<file path="config.mk">
export PLATFORM = sky130hd
export DESIGN_NAME = quad_decoder_shortcut_irq
export DESIGN_NICKNAME = d
export VERILOG_FILES = /design/src/shared/quadrature_decoder_pkg.sv /design/src/hdl/axil_regs_port.sv /design/src/hdl/event_total.sv /design/src/hdl/quad_decoder_shortcut_irq.sv
export SDC_FILE = /design/constraint.sdc
export NUM_CORES = 1
export LEC_CHECK = 0
export ABC_CLOCK_PERIOD_IN_PS = 4750
export BUFFER_PORTS_ARGS = -buffer_cell sky130_fd_sc_hd__buf_2
export CORE_UTILIZATION = 28
export DETAILED_ROUTE_END_ITERATION = 8
export GPL_TIMING_DRIVEN = 1
export HOLD_SLACK_MARGIN = 0.15
export PLACE_DENSITY = 0.4
export SYNTH_ARGS = -nofsm -noshare
export SYNTH_HDL_FRONTEND = slang
export SYNTH_SLANG_ARGS = --single-unit
</file>
<file path="constraint.sdc">
create_clock -name aclk -period 4.75 [get_ports aclk]
set_input_delay 0.95 -clock aclk [delete_from_list [all_inputs] [get_ports aclk]]
set_output_delay 0.95 -clock aclk [all_outputs]
set_load 0.03 [all_outputs]
</file>
<file path="src/shared/quadrature_decoder_pkg.sv">
// Register map, field positions and reset values of the shortcut and interrupt bank
package quadrature_decoder_pkg;
   // Register offsets (byte addresses)
   localparam logic [11:0] OFS_TASK_STOP  = 12'h004;
   localparam logic [11:0] OFS_TASK_BOTH  = 12'h008;
   localparam logic [11:0] OFS_TASK_STEPS = 12'h00C;
   localparam logic [11:0] OFS_TASK_DBLS  = 12'h010;
   localparam logic [11:0] OFS_EV_SAMPLE  = 12'h100;
   localparam logic [11:0] OFS_EV_REPORT  = 12'h104;
   localparam logic [11:0] OFS_EV_OVF     = 12'h108;
   localparam logic [11:0] OFS_EV_DOUBLE  = 12'h10C;
   localparam logic [11:0] OFS_EV_HALT    = 12'h110;
   localparam logic [11:0] OFS_LINKS      = 12'h200;
   localparam logic [11:0] OFS_IRQ_SET    = 12'h304;
   localparam logic [11:0] OFS_STEP_TOT   = 12'h514;
   localparam logic [11:0] OFS_STEP_SNAP  = 12'h518;
   localparam logic [11:0] OFS_DBL_TOT    = 12'h544;
   localparam logic [11:0] OFS_DBL_SNAP   = 12'h548;
   localparam logic [11:0] OFS_REPORT_CNT = 12'h600;
   // Link bit positions in event_task_links
   localparam int LNK_REPORT_BOTH  = 0;
   localparam int LNK_SAMPLE_STOP  = 1;
   localparam int LNK_REPORT_STEPS = 2;
   localparam int LNK_REPORT_STOP  = 3;
   localparam int LNK_DOUBLE_DBLS  = 4;
   localparam int LNK_DOUBLE_STOP  = 5;
   localparam int LNK_SAMPLE_BOTH  = 6;
   localparam int LINKS_W          = 7;
   // Event bit positions, shared by flags and irq_enable_set
   localparam int EV_SAMPLE = 0;
   localparam int EV_REPORT = 1;
   localparam int EV_OVF    = 2;
   localparam int EV_DOUBLE = 3;
   localparam int EV_HALT   = 4;
   localparam int EV_N      = 5;
   // Widths and reset values
   localparam int                  REPORT_CNT_W   = 8;
   localparam logic [LINKS_W-1:0]  LINKS_RST      = 7'h00;
   localparam logic [EV_N-1:0]     IRQ_EN_RST     = 5'h00;
   localparam logic [EV_N-1:0]     EV_FLAGS_RST   = 5'h00;
   localparam logic [7:0]          REPORT_CNT_RST = 8'h0A;
   // AXI responses
   localparam logic [1:0] RESP_OKAY   = 2'h0;
   localparam logic [1:0] RESP_SLVERR = 2'h2;
endpackage

</file>
<file path="src/hdl/axil_regs_port.sv">
// AXI4-Lite slave front end turning bus transfers into register strobes
`timescale 1ns/1ps
module axil_regs_port #(
   parameter int AW = 12
) (
   // Clock and reset
   input  wire logic          aclk,
   input  wire logic          aresetn,
   // Write channels
   input  wire logic [AW-1:0] awaddr,
   input  wire logic          awvalid,
   output logic               awready,
   input  wire logic [31:0]   wdata,
   input  wire logic [3:0]    wstrb,
   input  wire logic          wvalid,
   output logic               wready,
   output logic [1:0]         bresp,
   output logic               bvalid,
   input  wire logic          bready,
   // Read channels
   input  wire logic [AW-1:0] araddr,
   input  wire logic          arvalid,
   output logic               arready,
   output logic [31:0]        rdata,
   output logic [1:0]         rresp,
   output logic               rvalid,
   input  wire logic          rready,
   // Register side
   output logic               wr_en,
   output logic [AW-1:0]      wr_addr,
   output logic [31:0]        wr_data,
   output logic [3:0]         wr_strb,
   input  wire logic          wr_ok,
   output logic               rd_en,
   output logic [AW-1:0]      rd_addr,
   input  wire logic [31:0]   rd_data,
   input  wire logic          rd_ok
);
   logic aw_held_r;
   logic w_held_r;

   // Each channel is held until both have arrived; no new one while a response waits
   assign awready = !aw_held_r && !bvalid;
   assign wready  = !w_held_r && !bvalid;
   assign wr_en   = aw_held_r && w_held_r && !bvalid;
   assign arready = !rvalid;
   assign rd_en   = arvalid && arready;
   assign rd_addr = araddr;

   always_ff @(posedge aclk) begin
      if (!aresetn) begin
         aw_held_r <= 1'b0;
         wr_addr   <= '0;
      end else if (awvalid && awready) begin
         aw_held_r <= 1'b1;
         wr_addr   <= awaddr;
      end else if (wr_en) begin
         aw_held_r <= 1'b0;
      end
   end

   always_ff @(posedge aclk) begin
      if (!aresetn) begin
         w_held_r <= 1'b0;
         wr_data  <= '0;
         wr_strb  <= '0;
      end else if (wvalid && wready) begin
         w_held_r <= 1'b1;
         wr_data  <= wdata;
         wr_strb  <= wstrb;
      end else if (wr_en) begin
         w_held_r <= 1'b0;
      end
   end

   always_ff @(posedge aclk) begin
      if (!aresetn) begin
         bvalid <= 1'b0;
         bresp  <= quadrature_decoder_pkg::RESP_OKAY;
      end else if (wr_en) begin
         bvalid <= 1'b1;
         bresp  <= wr_ok ? quadrature_decoder_pkg::RESP_OKAY : quadrature_decoder_pkg::RESP_SLVERR;
      end else if (bready) begin
         bvalid <= 1'b0;
      end
   end

   always_ff @(posedge aclk) begin
      if (!aresetn) begin
         rvalid <= 1'b0;
         rdata  <= '0;
         rresp  <= quadrature_decoder_pkg::RESP_OKAY;
      end else if (rd_en) begin
         rvalid <= 1'b1;
         rdata  <= rd_data;
         rresp  <= rd_ok ? quadrature_decoder_pkg::RESP_OKAY : quadrature_decoder_pkg::RESP_SLVERR;
      end else if (rready) begin
         rvalid <= 1'b0;
      end
   end
endmodule

</file>
<file path="src/hdl/event_total.sv">
// Saturating transition total with an atomic snapshot-and-clear
`timescale 1ns/1ps
module event_total #(
   parameter int W        = 32,
   parameter bit IS_SIGNED = 1'b1
) (
   // Clock and reset
   input  wire logic        aclk,
   input  wire logic        aresetn,
   // Increment and task
   input  wire logic        inc_valid,
   input  wire logic [1:0]  inc,
   input  wire logic        snap,
   // Results
   output logic [W-1:0]     total,
   output logic [W-1:0]     snapshot,
   output logic             overflow
);
   logic [W:0] ext_total;
   logic [W:0] ext_inc;
   logic [W:0] sum;
   logic       ovf_c;

   assign ext_total = IS_SIGNED ? {total[W-1], total} : {1'b0, total};
   assign ext_inc   = {{(W-1){inc[1]}}, inc};
   assign sum       = ext_total + ext_inc;
   assign ovf_c     = IS_SIGNED ? (sum[W] != sum[W-1]) : sum[W];

   // Snapshot and clear in one edge; a step arriving then starts the new total
   always_ff @(posedge aclk) begin
      if (!aresetn) begin
         total    <= '0;
         snapshot <= '0;
      end else if (snap) begin
         snapshot <= total;
         total    <= inc_valid ? ext_inc[W-1:0] : '0;
      end else if (inc_valid && !ovf_c) begin
         total <= sum[W-1:0];
      end
   end

   // Total holds its limit rather than wrapping
   always_ff @(posedge aclk) begin
      if (!aresetn) begin
         overflow <= 1'b0;
      end else begin
         overflow <= inc_valid && !snap && ovf_c;
      end
   end
endmodule

</file>
<file path="src/hdl/quad_decoder_shortcut_irq.sv">
// Event flags, event-to-task links and interrupt enables of the quadrature decoder
//
// Register access over AXI4-Lite was decided locally.
`timescale 1ns/1ps
module quad_decoder_shortcut_irq #(
   parameter int AW    = 12,
   parameter int STEP_W = 32,
   parameter int DBL_W  = 4
) (
   // Clock and reset
   input  wire logic          aclk,
   input  wire logic          aresetn,
   // AXI4-Lite write channels
   input  wire logic [AW-1:0] awaddr,
   input  wire logic          awvalid,
   output logic               awready,
   input  wire logic [31:0]   wdata,
   input  wire logic [3:0]    wstrb,
   input  wire logic          wvalid,
   output logic               wready,
   output logic [1:0]         bresp,
   output logic               bvalid,
   input  wire logic          bready,
   // AXI4-Lite read channels
   input  wire logic [AW-1:0] araddr,
   input  wire logic          arvalid,
   output logic               arready,
   output logic [31:0]        rdata,
   output logic [1:0]         rresp,
   output logic               rvalid,
   input  wire logic          rready,
   // Sampling core
   input  wire logic          sample_strobe,
   input  wire logic [1:0]    sample_value,
   input  wire logic          double_strobe,
   input  wire logic          halt_done,
   output logic               stop_task,
   // Interrupt
   output logic               irq
);
   typedef enum {
      CNT_IDLE,
      CNT_RUN
   } cnt_state_e;

   // Register strobes
   logic          wr_en;
   logic [AW-1:0] wr_addr;
   logic [31:0]   wr_data;
   logic [3:0]    wr_strb;
   logic          wr_ok;
   logic          rd_en;
   logic [AW-1:0] rd_addr;
   logic [31:0]   rd_data;
   logic          rd_ok;
   logic          wr_lane0;

   // Stored state
   logic [quadrature_decoder_pkg::LINKS_W-1:0]      links_r;
   logic [quadrature_decoder_pkg::EV_N-1:0]         irq_en_r;
   logic [quadrature_decoder_pkg::EV_N-1:0]         ev_flag_r;
   logic [quadrature_decoder_pkg::REPORT_CNT_W-1:0] report_cnt_r;
   logic [quadrature_decoder_pkg::REPORT_CNT_W-1:0] sample_cnt_r;
   logic [quadrature_decoder_pkg::REPORT_CNT_W-1:0] report_lim;
   logic                              report_due_r;
   cnt_state_e                        cnt_state_r;

   // Events and tasks
   logic [quadrature_decoder_pkg::EV_N-1:0] ev_pulse;
   logic                      new_sample_event;
   logic                      motion_report_event;
   logic                      double_step_report_event;
   logic                      total_overflow_event;
   logic                      snap_clear_both_task;
   logic                      snap_clear_steps_task;
   logic                      snap_clear_doubles_task;
   logic                      stop_nxt;

   // Totals
   logic [STEP_W-1:0] step_total;
   logic [STEP_W-1:0] step_total_snapshot;
   logic              step_ovf;
   logic [DBL_W-1:0]  double_step_total;
   logic [DBL_W-1:0]  double_step_snapshot;
   logic              dbl_ovf;

   function automatic logic hit(input logic [AW-1:0] a, input logic [11:0] ofs);
      hit = (a == AW'(ofs));
   endfunction

   function automatic logic [11:0] ev_ofs(input int idx);
      case (idx)
         quadrature_decoder_pkg::EV_SAMPLE: ev_ofs = quadrature_decoder_pkg::OFS_EV_SAMPLE;
         quadrature_decoder_pkg::EV_REPORT: ev_ofs = quadrature_decoder_pkg::OFS_EV_REPORT;
         quadrature_decoder_pkg::EV_OVF:    ev_ofs = quadrature_decoder_pkg::OFS_EV_OVF;
         quadrature_decoder_pkg::EV_DOUBLE: ev_ofs = quadrature_decoder_pkg::OFS_EV_DOUBLE;
         default:             ev_ofs = quadrature_decoder_pkg::OFS_EV_HALT;
      endcase
   endfunction

   function automatic logic mapped(input logic [AW-1:0] a);
      mapped = hit(a, quadrature_decoder_pkg::OFS_TASK_STOP) || hit(a, quadrature_decoder_pkg::OFS_TASK_BOTH)
            || hit(a, quadrature_decoder_pkg::OFS_TASK_STEPS) || hit(a, quadrature_decoder_pkg::OFS_TASK_DBLS)
            || hit(a, quadrature_decoder_pkg::OFS_EV_SAMPLE) || hit(a, quadrature_decoder_pkg::OFS_EV_REPORT)
            || hit(a, quadrature_decoder_pkg::OFS_EV_OVF) || hit(a, quadrature_decoder_pkg::OFS_EV_DOUBLE)
            || hit(a, quadrature_decoder_pkg::OFS_EV_HALT) || hit(a, quadrature_decoder_pkg::OFS_LINKS)
            || hit(a, quadrature_decoder_pkg::OFS_IRQ_SET) || hit(a, quadrature_decoder_pkg::OFS_STEP_TOT)
            || hit(a, quadrature_decoder_pkg::OFS_STEP_SNAP) || hit(a, quadrature_decoder_pkg::OFS_DBL_TOT)
            || hit(a, quadrature_decoder_pkg::OFS_DBL_SNAP) || hit(a, quadrature_decoder_pkg::OFS_REPORT_CNT);
   endfunction

   axil_regs_port #(
      .AW (AW)
   ) u_port (
      .aclk    (aclk),
      .aresetn (aresetn),
      .awaddr  (awaddr),
      .awvalid (awvalid),
      .awready (awready),
      .wdata   (wdata),
      .wstrb   (wstrb),
      .wvalid  (wvalid),
      .wready  (wready),
      .bresp   (bresp),
      .bvalid  (bvalid),
      .bready  (bready),
      .araddr  (araddr),
      .arvalid (arvalid),
      .arready (arready),
      .rdata   (rdata),
      .rresp   (rresp),
      .rvalid  (rvalid),
      .rready  (rready),
      .wr_en   (wr_en),
      .wr_addr (wr_addr),
      .wr_data (wr_data),
      .wr_strb (wr_strb),
      .wr_ok   (wr_ok),
      .rd_en   (rd_en),
      .rd_addr (rd_addr),
      .rd_data (rd_data),
      .rd_ok   (rd_ok)
   );

   // Every control field lives in byte lane 0
   assign wr_lane0 = wr_en && wr_strb[0];
   assign wr_ok    = mapped(wr_addr);
   assign rd_ok    = mapped(rd_addr);

   // Event sources
   assign new_sample_event         = sample_strobe;
   assign motion_report_event      = report_due_r && (step_total != '0);
   assign double_step_report_event = report_due_r && (double_step_total != '0);
   assign total_overflow_event     = step_ovf || dbl_ovf;

   always_comb begin
      ev_pulse                      = '0;
      ev_pulse[quadrature_decoder_pkg::EV_SAMPLE] = new_sample_event;
      ev_pulse[quadrature_decoder_pkg::EV_REPORT] = motion_report_event;
      ev_pulse[quadrature_decoder_pkg::EV_OVF]    = total_overflow_event;
      ev_pulse[quadrature_decoder_pkg::EV_DOUBLE] = double_step_report_event;
      ev_pulse[quadrature_decoder_pkg::EV_HALT]   = halt_done;
   end

   // Tasks from software writes or from enabled links
   assign snap_clear_both_task =
      (wr_lane0 && wr_data[0] && hit(wr_addr, quadrature_decoder_pkg::OFS_TASK_BOTH))
      || (links_r[quadrature_decoder_pkg::LNK_REPORT_BOTH] && motion_report_event)
      || (links_r[quadrature_decoder_pkg::LNK_SAMPLE_BOTH] && new_sample_event);

   assign snap_clear_steps_task =
      (wr_lane0 && wr_data[0] && hit(wr_addr, quadrature_decoder_pkg::OFS_TASK_STEPS))
      || (links_r[quadrature_decoder_pkg::LNK_REPORT_STEPS] && motion_report_event);

   assign snap_clear_doubles_task =
      (wr_lane0 && wr_data[0] && hit(wr_addr, quadrature_decoder_pkg::OFS_TASK_DBLS))
      || (links_r[quadrature_decoder_pkg::LNK_DOUBLE_DBLS] && double_step_report_event);

   assign stop_nxt =
      (wr_lane0 && wr_data[0] && hit(wr_addr, quadrature_decoder_pkg::OFS_TASK_STOP))
      || (links_r[quadrature_decoder_pkg::LNK_SAMPLE_STOP] && new_sample_event)
      || (links_r[quadrature_decoder_pkg::LNK_REPORT_STOP] && motion_report_event)
      || (links_r[quadrature_decoder_pkg::LNK_DOUBLE_STOP] && double_step_report_event);

   always_ff @(posedge aclk) begin
      if (!aresetn) begin
         stop_task <= 1'b0;
      end else begin
         stop_task <= stop_nxt;
      end
   end

   // Both totals snap together on the both task so the pair stays coherent
   event_total #(
      .W         (STEP_W),
      .IS_SIGNED (1'b1)
   ) u_steps (
      .aclk      (aclk),
      .aresetn   (aresetn),
      .inc_valid (sample_strobe),
      .inc       (sample_value),
      .snap      (snap_clear_both_task || snap_clear_steps_task),
      .total     (step_total),
      .snapshot  (step_total_snapshot),
      .overflow  (step_ovf)
   );

   event_total #(
      .W         (DBL_W),
      .IS_SIGNED (1'b0)
   ) u_doubles (
      .aclk      (aclk),
      .aresetn   (aresetn),
      .inc_valid (double_strobe),
      .inc       (2'h1),
      .snap      (snap_clear_both_task || snap_clear_doubles_task),
      .total     (double_step_total),
      .snapshot  (double_step_snapshot),
      .overflow  (dbl_ovf)
   );

   // A count of zero would never report, so it acts as one
   assign report_lim = (report_cnt_r == '0) ? quadrature_decoder_pkg::REPORT_CNT_W'(1) : report_cnt_r;

   // Report check runs one edge after the last sample, on the updated totals
   always_ff @(posedge aclk) begin
      if (!aresetn) begin
         sample_cnt_r <= '0;
         report_due_r <= 1'b0;
         cnt_state_r  <= CNT_IDLE;
      end else begin
         report_due_r <= 1'b0;
         case (cnt_state_r)
            CNT_IDLE: begin
               if (sample_strobe) begin
                  if (report_lim == quadrature_decoder_pkg::REPORT_CNT_W'(1)) begin
                     report_due_r <= 1'b1;
                  end else begin
                     sample_cnt_r <= quadrature_decoder_pkg::REPORT_CNT_W'(1);
                     cnt_state_r  <= CNT_RUN;
                  end
               end
            end
            CNT_RUN: begin
               if (sample_strobe) begin
                  if (sample_cnt_r + quadrature_decoder_pkg::REPORT_CNT_W'(1) >= report_lim) begin
                     report_due_r <= 1'b1;
                     sample_cnt_r <= '0;
                     cnt_state_r  <= CNT_IDLE;
                  end else begin
                     sample_cnt_r <= sample_cnt_r + quadrature_decoder_pkg::REPORT_CNT_W'(1);
                  end
               end
            end
            default: begin
               sample_cnt_r <= '0;
               cnt_state_r  <= CNT_IDLE;
            end
         endcase
      end
   end

   // Event flags: hardware set beats a software clear in the same edge
   for (genvar i = 0; i < quadrature_decoder_pkg::EV_N; i++) begin : g_flag
      always_ff @(posedge aclk) begin
         if (!aresetn) begin
            ev_flag_r[i] <= quadrature_decoder_pkg::EV_FLAGS_RST[i];
         end else if (ev_pulse[i]) begin
            ev_flag_r[i] <= 1'b1;
         end else if (wr_lane0 && hit(wr_addr, ev_ofs(i))) begin
            ev_flag_r[i] <= wr_data[0];
         end
      end
   end

   always_ff @(posedge aclk) begin
      if (!aresetn) begin
         links_r <= quadrature_decoder_pkg::LINKS_RST;
      end else if (wr_lane0 && hit(wr_addr, quadrature_decoder_pkg::OFS_LINKS)) begin
         links_r <= wr_data[quadrature_decoder_pkg::LINKS_W-1:0];
      end
   end

   // Only ones take effect; no clear path exists in this bank
   always_ff @(posedge aclk) begin
      if (!aresetn) begin
         irq_en_r <= quadrature_decoder_pkg::IRQ_EN_RST;
      end else if (wr_lane0 && hit(wr_addr, quadrature_decoder_pkg::OFS_IRQ_SET)) begin
         irq_en_r <= irq_en_r | wr_data[quadrature_decoder_pkg::EV_N-1:0];
      end
   end

   always_ff @(posedge aclk) begin
      if (!aresetn) begin
         report_cnt_r <= quadrature_decoder_pkg::REPORT_CNT_RST;
      end else if (wr_lane0 && hit(wr_addr, quadrature_decoder_pkg::OFS_REPORT_CNT)) begin
         report_cnt_r <= wr_data[quadrature_decoder_pkg::REPORT_CNT_W-1:0];
      end
   end

   always_ff @(posedge aclk) begin
      if (!aresetn) begin
         irq <= 1'b0;
      end else begin
         irq <= |(ev_flag_r & irq_en_r);
      end
   end

   // Read decode; task registers read as zero
   always_comb begin
      rd_data = '0;
      if (hit(rd_addr, quadrature_decoder_pkg::OFS_EV_SAMPLE)) begin
         rd_data[0] = ev_flag_r[quadrature_decoder_pkg::EV_SAMPLE];
      end else if (hit(rd_addr, quadrature_decoder_pkg::OFS_EV_REPORT)) begin
         rd_data[0] = ev_flag_r[quadrature_decoder_pkg::EV_REPORT];
      end else if (hit(rd_addr, quadrature_decoder_pkg::OFS_EV_OVF)) begin
         rd_data[0] = ev_flag_r[quadrature_decoder_pkg::EV_OVF];
      end else if (hit(rd_addr, quadrature_decoder_pkg::OFS_EV_DOUBLE)) begin
         rd_data[0] = ev_flag_r[quadrature_decoder_pkg::EV_DOUBLE];
      end else if (hit(rd_addr, quadrature_decoder_pkg::OFS_EV_HALT)) begin
         rd_data[0] = ev_flag_r[quadrature_decoder_pkg::EV_HALT];
      end else if (hit(rd_addr, quadrature_decoder_pkg::OFS_LINKS)) begin
         rd_data[quadrature_decoder_pkg::LINKS_W-1:0] = links_r;
      end else if (hit(rd_addr, quadrature_decoder_pkg::OFS_IRQ_SET)) begin
         rd_data[quadrature_decoder_pkg::EV_N-1:0] = irq_en_r;
      end else if (hit(rd_addr, quadrature_decoder_pkg::OFS_STEP_TOT)) begin
         rd_data[STEP_W-1:0] = step_total;
      end else if (hit(rd_addr, quadrature_decoder_pkg::OFS_STEP_SNAP)) begin
         rd_data[STEP_W-1:0] = step_total_snapshot;
      end else if (hit(rd_addr, quadrature_decoder_pkg::OFS_DBL_TOT)) begin
         rd_data[DBL_W-1:0] = double_step_total;
      end else if (hit(rd_addr, quadrature_decoder_pkg::OFS_DBL_SNAP)) begin
         rd_data[DBL_W-1:0] = double_step_snapshot;
      end else if (hit(rd_addr, quadrature_decoder_pkg::OFS_REPORT_CNT)) begin
         rd_data[quadrature_decoder_pkg::REPORT_CNT_W-1:0] = report_cnt_r;
      end
   end
endmodule

</file>
# Yosys cells after proc, flatten, opt, wreduce, memory -nomap -nowiden
# Index checks and enable logic that the tools add are counted.
[totals]
out_inout_bits = 43
word_cells = 250
input_bits = 72
regBits = 203
ramBits = 0
romBits = 0
memories = 0
latch_bits = 0
[op_classes]
div_mod_pow = 0
n_lt_le_gt_ge = 1
shifts = 0
n_addsub = 3
n_reduce_logical = 102
bitwise_logic = 2
muxes = 74
eq_ne = 39
mul = 0
[ops]
columns = ["operator", "n"]
rows = [
  ["32-bit 2-to-1 mux", 8],
  ["31-bit 2-to-1 mux", 5],
  ["8-bit 2-to-1 mux", 18],
  ["12-bit by 11-bit equality test with 1-bit output, second input constant", 10],
  ["12-bit by 9-bit equality test with 1-bit output, second input constant", 10],
  ["32-bit one-hot mux with 2 select lines", 1],
  ["12-bit by 10-bit equality test with 1-bit output, second input constant", 4],
  ["12-bit by 4-bit equality test with 1-bit output, second input constant", 4],
  ["1-bit logical OR", 40],
  ["1-bit logical AND", 36],
  ["32-bit by 2-bit adder with 33-bit output", 1],
  ["32-bit by 1-bit equality test with 1-bit output, second input constant", 1],
  ["32-bit zero test", 1],
  ["32-bit nonzero test", 1],
  ["1-bit 2-to-1 mux", 27],
  ["27-bit 2-to-1 mux", 1],
  ["25-bit 2-to-1 mux", 1],
  ["12-bit by 3-bit equality test with 1-bit output, second input constant", 2],
  ["12-bit by 5-bit equality test with 1-bit output, second input constant", 2],
  ["24-bit 2-to-1 mux", 1],
  ["4-bit 2-to-1 mux", 6],
  ["2-bit nonzero test", 11],
  ["8-bit one-hot mux with 2 select lines", 1],
  ["8-bit by 1-bit adder with 8-bit output, second input constant", 1],
  ["17 further kinds", 28],
]

# Depth between registers and ports, before layout
# Gate-level depths: netlist (run 1).
[depth]
depth_word = 24
mapped_depth = 13
depth_no_buf = 13

# Cells and area by module
# A second synthesis (run 1) with hierarchy kept.
[hier_totals]
hier_cells = 1316
area_unflattened_um2 = 11113.2
[modules_own_cells]
columns = ["module", "area_per_inst_um2", "seq_area_each_um2", "cells_per_inst", "instances"]
rows = [
  ["event_total (u_steps)", 4205.3, 1301.2, 480, 1],
  ["axil_regs_port", 3306.9, 1721.7, 395, 1],
  ["quad_decoder_shortcut_irq", 3047.9, 740.7, 387, 1],
  ["event_total (u_doubles)", 553.0, 180.2, 54, 1],
]

# Least setup slack after synthesis (run 1)
# Ideal clock, no wire load.
[synth_path]
path_type = "input -> register"
start = "input port sample_value[0]"
end = "register u_steps.total[22]"
setup_ns = 0.122
n_path_buf = 1
path_stages = 12
t_arrival_ns = 3.619
required_time_ns = 4.628
setup_slack_ns = 1.010
cell_sequence = "ha_1 > fa_1 > a211oi_1 > o211ai_1 > a31oi_4 > o2111ai_2 > a31oi_4 > a21oi_2 > xnor2_4 > a31oi_4 > buf_6 > o32a_1"
[synth_between]
elab_chain_len = 5
elab_cells_between_ends = 7
cone_classes = "add/sub (1); eq/ne (1); mux (2); reduce/logical (3)"
[synth_lines]
columns = ["item", "line", "source"]
rows = [
  ["start: declaration", "quad_decoder_shortcut_irq.sv:34", "input wire logic [1:0] sample_value,"],
  ["32-bit by 2-bit adder with 33-bit output *", "event_total.sv:26", "assign sum = ext_total + ext_inc;"],
  ["1-bit inequality test", "event_total.sv:27", "assign ovf_c = IS_SIGNED ? (sum[W] != sum[W-1]) : sum[W];"],
  ["1-bit zero test", "event_total.sv:37", "end else if (inc_valid && !ovf_c) begin"],
  ["1-bit logical AND", "event_total.sv:37", ""],
  ["2-bit nonzero test (no line)", "--", ""],
  ["end signal: assignment", "event_total.sv:36", "total <= inc_valid ? ext_inc[W-1:0] : '0;"],
  ["end signal: assignment", "event_total.sv:38", "total <= sum[W-1:0];"],
  ["end: declaration", "event_total.sv:15", "output logic [W-1:0] total,"],
]
# Every way passes the cells marked *; elsewhere a longest branch is shown, timed or not. The select of a mux whose other input is x is not followed.
# A chain may end at the register's enable or synchronous reset.

# Worst setup path in the final report (run 1)
[layout_path]
start = "input port sample_value[1]"
end = "register u_steps.total[17]"
[layout_between]
elab_chain_len = 5
elab_cells_between_ends = 8
cone_classes = "add/sub (1); eq/ne (1); mux (3); reduce/logical (3)"
[layout_lines]
columns = ["item", "line"]
rows = [
  ["32-bit by 2-bit adder with 33-bit output", "event_total.sv:26"],
  ["1-bit inequality test", "event_total.sv:27"],
  ["1-bit zero test", "event_total.sv:37"],
  ["1-bit logical AND", "event_total.sv:37"],
  ["2-bit nonzero test (no line)", "--"],
]
# Parallel ways exist; a longest one is shown, timed or not. The select of a mux whose other input is x is not followed.

==> results of run 1 <==
Yosys cell counts (11+ instances only):
cell type	instances	area share
a22oi_1	36	0.029
o21ai_0	28	0.015
inv_1	33	0.013
a21oi_1	132	0.070
a2bb2oi_2	28	0.045
nor4_1	12	0.0080
nor2_1	153	0.061
and3_1	14	0.0093
mux2i_1	24	0.025
xor2_1	12	0.011
nand2_1	173	0.069
dfxtp_1	170	0.36
xnor2_1	22	0.020
clkbuf_1	44	0.018
ha_1	43	0.057
nand3_1	18	0.0096
nand2b_1	11	0.0073
nor3_1	24	0.013
a21o_1	18	0.014
state kept, by name (all words and copies together), names as in the netlist, 4 cells and up:
register and flops:
u_port.rdata 32, u_steps.snapshot 32, u_steps.total 32, u_port.wr_addr 12, report_cnt_r 8, sample_cnt_r 8, u_port.wr_data 8, links_r 7
ev_flag_r 5, irq_en_r 5, u_doubles.snapshot 4, u_doubles.total 4
worst max-delay path: cells and delay by family:
family / cells / cell delay [ns]
buffers and inverters: 3 / 0.81
adders and majority gates: 1 / 0.41
xor gates and xnor gates: 1 / 0.27
AOI/OAI and AO/OA: 8 / 1.74
cells by family after synthesis:
group / after synthesis / share of synthesized area
simple gates: 450 / 0.211
compound gates: 332 / 0.264
flops: 170 / 0.361
buf+inv: 96 / 0.0434
fa+ha+maj: 44 / 0.0592
xor+xnor: 35 / 0.0345
mux: 25 / 0.0267
other cells: 1 / 0.000398
power breakdown:
group	switching [mW]	internal (mW)	leakage (nW)	total (mW)
Sequential	0.216	1.56	1.38	1.78
Combinational	0.995	0.893	2.66	1.89
Clock	0.658	0.850	0.292	1.51
through the flow:
step                      hold slack (ns)  cell area (um^2)
after floorplan                     0.431              9430
after global placement              0.437             10300
after CTS                           0.452             10900
after global routing                0.470             10900
final                               0.449             10900
after detailed placement            0.443             10300
how the worst max path moves through the flow:
stage,from,to,depth (start not counted)
2_1_floorplan,sample_value[0],u_steps.total[22],12
3_3_place_gp,sample_value[1],u_steps.total[17],13
3_5_place_dp,sample_value[1],u_steps.total[17],13
4_1_cts,sample_value[1],u_steps.total[17],13
5_1_grt,sample_value[1],u_steps.total[17],13
6_report,sample_value[1],u_steps.total[17],13
cell type report:
class | count | area share
sequential | 170 | 0.311
timing repair buffer | 107 | 0.0552
clock buffer | 20 | 0.0409
inverter | 33 | 0.0116
clock inverter | 12 | 0.0149
tap | 442 | 0.0506
multi-input combinational | 888 | 0.515
routing by layer:
layer	vias up	GRT usage	part of all wire
li1	4262	-	-
met1	3944	0.261	0.53
met2	119	0.264	0.43
met3	19	0.0315	0.026
met4	0	0.0446	0.010
met5	-	0	0
==> run_results.csv, run 1 <==
group,metric,value,unit
run_status,status,"finished clean",
critical_path,crit_type,"primary input to register",
floorplanning,dieWidth,186,um
floorplanning,die_h,186,um
timing,setup_viol,0,
timing,rsz0062_at_grt,"false",
synth,synth_seq_area_share,0.361,
hold_path,hold_class,"register to register",
critical_path,critical_path.max_fanout,21,
clock_tree,postCtsSetupRepairBufs,0,
global_routing,gr-usage-all-layers,0.178,
cells_and_area,multi_input_area,5630,um^2
critical_path,r2r_end,"u_steps.total[17]",
cells_and_area,final_cell_mix,"nand2_1, dfxtp_1, nor2_1",
routing,drt-vias-per-instance,4.99,
timing,finalCriticalPeriod,3.89,ns
global_routing,grt_max_degree,78,
cells_and_area,stdcell_count,1672,
critical_path,critPathSlowestCell,"buf_2",
clock_tree,ctsLongestPathBuffers,2,
synth,synth-edff-count,0,
hold_path,hold_depth,2,
timing,finalClockSkew,0.0130,ns
power_and_ir_drop,ir_worst_vdd,257,uV
cells_and_area,fin_nets,1333,
floorplanning,initial_core_util,0.287,
floorplanning,fp.coreArea,32900,um^2
timing,timing.final.crit_share,0.818,
timing,worst_pin_slew,1.07,ns
routing,num_vias,8344,
routing,wl,29200,um
global_routing,antenna_found_initial,1,
critical_path,arrival,4.23,ns
clock_tree,cts_buffers,17,
timing,hold_viol_final,0,
clock_tree,cts_tree,"done",
floorplanning,dieArea,34400,um^2
floorplanning,io_pins,115,
routing,dr.pass1.iters,5,
cells_and_area,final_common_cell,"nand2_1",
timing,final.setup.worst_slack,0.863,ns
power_and_ir_drop,power,5.17,mW
clock_tree,clock_sinks,170,
synth,yosysUniqueCellTypes,79,
critical_path,crit_path_end_kind,"register",
placed_design,dp_hpwl,20600,um
placed_design,place_ws,0.426,ns
routing,routedWlPerCell,17.5,um
power_and_ir_drop,leakagePower,4.34,nW
clock_tree,path_clk_slew,0.07,ns
cells_and_area,regArea,3400,um^2
synth,synth_flop_cell,"dfxtp_1",
global_routing,first_global_vias,7841,
routing,ant_nets,0,
timing,relSlewSlack,0.274,
critical_path,cpPeakStageDelay,0.42,ns
clock_tree,clock_latency,0.45,ns
critical_path,start_kind,"primary input",
flow_run,drv_cap,0,
synth,postSynthAreaPerCell,8.18,um^2
critical_path,rr_startpoint,"u_steps.total[0]",
synth,yosysWarningCount,0,
cells_and_area,filler_cell_count,3562,
hold_path,hp-start,"u_steps.snapshot[16]",
critical_path,r2r_setup_slack,1.23,ns
clock_tree,hold_buffers,0,
synth,synth-async-reset-ratio,0,
floorplanning,rows,66,
synth,synth_area,9430,um^2
placed_design,place_inst,1640,
timing,finalMaxSlewViolations,0,
clock_tree,cts-root-buf,"clkbuf_16",
timing,finalSetupTns,0,ns
synth,synth-seq-cells,170,
cells_and_area,drive_above_1_share,0.154,
placed_design,port_buffers,85,
timing,clock.fmax,257,MHz
critical_path,crit_chain,"buf_2, ha_1, a21o_1, a221oi_2, o21ai_1, o311ai_1, buf_4, a31o_1, a21oi_4, xnor2_4, a31oi_4, buf_12, o32a_1",
hold_path,hold_end,"u_steps.snapshot[16]",
cells_and_area,syn2layout_area_growth,15.9,%
synth,syn_inst,1153,
routing,drtIter0Drc,479,
placed_design,gp_congestion,0.821,
clock_tree,cts-resized-gates,0,
routing,route.detailed.drc,0,
cells_and_area,fin_util,0.332,
global_routing,grt_remaining_overflow,0,
global_routing,grt_pass1_wl,46500,um
critical_path,reg2regPathDepth,12,
power_and_ir_drop,powerDensity,474,nW/um^2
cells_and_area,diodes,0,
critical_path,required,5.09,ns
clock_tree,htreeDepth,4,
Note: power is estimated with default switching activity, not from simulation.
==> inputs of run 2 (changes only) <==
ABC_CLOCK_PERIOD_IN_PS = 3220   (was 4750)
PLACE_DENSITY = 0.42   (was 0.4)
clock period = 3.22 ns   (was 4.75 ns; I/O delays follow)
==> run_results.csv, run 2 (same netlist as run 1, synthesis figures left out) <==
group,metric,value,unit
floorplanning,initial_core_util,0.287,
power_and_ir_drop,pwr-share-clk,0.268,
critical_path,arrival,3.43,ns
critical_path,r2r_end,"u_steps.total[18]",
routing,drt-vias-per-instance,4.93,
critical_path,required,3.56,ns
routing,num_vias,8786,
power_and_ir_drop,intPower,5.40,mW
critical_path,crit_path_end_kind,"register",
global_routing,grt_max_degree,93,
power_and_ir_drop,combinationalPowerShare,0.426,
floorplanning,dieArea,34400,um^2
routing,routedWlPerCell,16.8,um
global_routing,antenna_found_initial,0,
power_and_ir_drop,leakagePower,4.89,nW
critical_path,critPathLaunch,"sample_value[0]",
cells_and_area,regArea,3400,um^2
timing,relSlewSlack,0.549,
floorplanning,rows,66,
global_routing,first_global_vias,8534,
critical_path,start_kind,"primary input",
critical_path,rr_startpoint,"u_steps.total[0]",
clock_tree,path_clk_slew,0.07,ns
timing,finalSetupTns,0,ns
placed_design,dp_hpwl,21600,um
cells_and_area,filler_cell_count,3499,
placed_design,port_buffers,85,
timing,finalClockSkew,0.0161,ns
timing,hold_viol_final,0,
cells_and_area,drive_above_1_share,0.228,
clock_tree,htreeDepth,4,
cells_and_area,fin_nets,1442,
placed_design,gp_congestion,0.796,
timing,finalMaxSlewViolations,0,
power_and_ir_drop,powerDensity,705,nW/um^2
power_and_ir_drop,power,8.35,mW
global_routing,grt_remaining_overflow,0,
cells_and_area,final_common_cell,"nand2_1",
cells_and_area,reg_top3,"u_port.rdata (32), u_steps.snapshot (32), u_steps.total (32)",
power_and_ir_drop,ir_worst_vdd,380,uV
timing,clock.fmax,323,MHz
routing,route.detailed.drc,0,
clock_tree,cts_buffers,17,
clock_tree,cts-root-buf,"clkbuf_16",
global_routing,grt_pass1_wl,47700,um
routing,drtIter0Drc,509,
floorplanning,io_pins,115,
clock_tree,cts_tree,"done",
timing,timing.final.crit_share,0.961,
floorplanning,fp.coreArea,32900,um^2
clock_tree,hold_buffers,0,
timing,setup_viol,0,
cells_and_area,syn2layout_area_growth,25.7,%
timing,worst_pin_slew,0.672,ns
critical_path,crit_type,"primary input to register",
cells_and_area,multi_input_area,5680,um^2
timing,finalCriticalPeriod,3.09,ns
power_and_ir_drop,switching_power,2.95,mW
routing,wl,29900,um
power_and_ir_drop,seq_power_share,0.306,
cells_and_area,diodes,0,
routing,ant_nets,0,
clock_tree,clock_sinks,170,
critical_path,critical_path.max_fanout,9,
clock_tree,ctsLongestPathBuffers,2,
hold_path,hold_class,"primary input to register",
critical_path,reg2regPathDepth,13,
cells_and_area,final_cell_mix,"nand2_1, dfxtp_1, nor2_1",
global_routing,gr-usage-all-layers,0.180,
floorplanning,dieWidth,186,um
critical_path,r2r_setup_slack,0.13,ns
critical_path,crit_path_end,"u_steps.total[18]",
clock_tree,clock_latency,0.45,ns
floorplanning,die_h,186,um
run_status,status,"finished clean",
power_and_ir_drop,power.share.switching,0.354,
routing,dr.pass1.iters,7,
flow_run,drv_cap,0,
## run 2: timing repair
item,4_1_cts,5_1_grt
gates resized for setup,1,6
pin swaps,0,8
setup buffers,0,4
setup endpoints to repair,29,32
## run 2: cell type report
| type | instances | area share |
|---|---|---|
| Multi-Input combinational cell | 888 | 0.480 |
| Sequential cell | 170 | 0.287 |
| Timing Repair Buffer | 216 | 0.124 |
| Tap cell | 442 | 0.0467 |
| Clock buffer | 19 | 0.0365 |
| Clock inverter | 13 | 0.0153 |
| Inverter | 33 | 0.0107 |
## run 2: through the flow
| stage | hold slack, ns | setup slack [ns] | util | instances | area [um^2] |
|---|---|---|---|---|---|
| after detailed placement | 0.444 | -0.534 | 0.340 | 1745 | 11200 |
| after floorplan | 0.431 | -0.114 | - | 1154 | 9460 |
| after global placement | 0.437 | -0.476 | 0.340 | 1745 | 11200 |
| after global routing | 0.362 | -0.00632 | 0.361 | 1781 | 11800 |
| final | 0.385 | 0.126 | 0.361 | 1781 | 11800 |
| after CTS | 0.360 | 0.0402 | 0.359 | 1777 | 11800 |
## run 2: layer usage
layer,GRT usage,part of all wire
met1,0.255,0.51
met3,0.0368,0.043
met4,0.0456,0.012
met5,0,0
met2,0.277,0.44
## run 2: worst min-delay path by stage
stage                     slack, ns                   end  cells past startpoint                 start
after floorplan                0.43     u_port.wr_addr[7]                      2     u_port.wr_addr[7]
after global placement         0.44  u_steps.snapshot[11]                      2  u_steps.snapshot[11]
after detailed placement       0.44   u_steps.snapshot[9]                      2   u_steps.snapshot[9]
after CTS                      0.36         u_port.rvalid                      2                rready
after global routing           0.36         u_port.rvalid                      2                rready
final                          0.39         u_port.rvalid                      2                rready
## run 2: power by group through the flow
| stage | registers (mW) | logic (mW) | clock network, mW |
|---|---|---|---|
| 2_1_floorplan | 2.53 | 2.30 | 0 |
| 3_3_place_gp | 2.60 | 3.49 | 0 |
| 3_5_place_dp | 2.60 | 3.50 | 0 |
| 4_1_cts | 2.55 | 3.52 | 2.30 |
| 5_1_grt | 2.59 | 3.89 | 2.39 |
| 6_report | 2.56 | 3.55 | 2.24 |
## run 2: worst max-delay path: stages
cell and delay (ns):
buf_2 0.14, ha_4 0.17, fa_2 0.40, a211oi_2 0.23, o211ai_1 0.21, a31oi_4 0.26, o2111ai_4 0.20, a31oi_4 0.26
a21oi_4 0.09, xnor2_4 0.22, a31oi_4 0.13, buf_12 0.18, buf_4 0.14, a2bb2oi_2 0.15
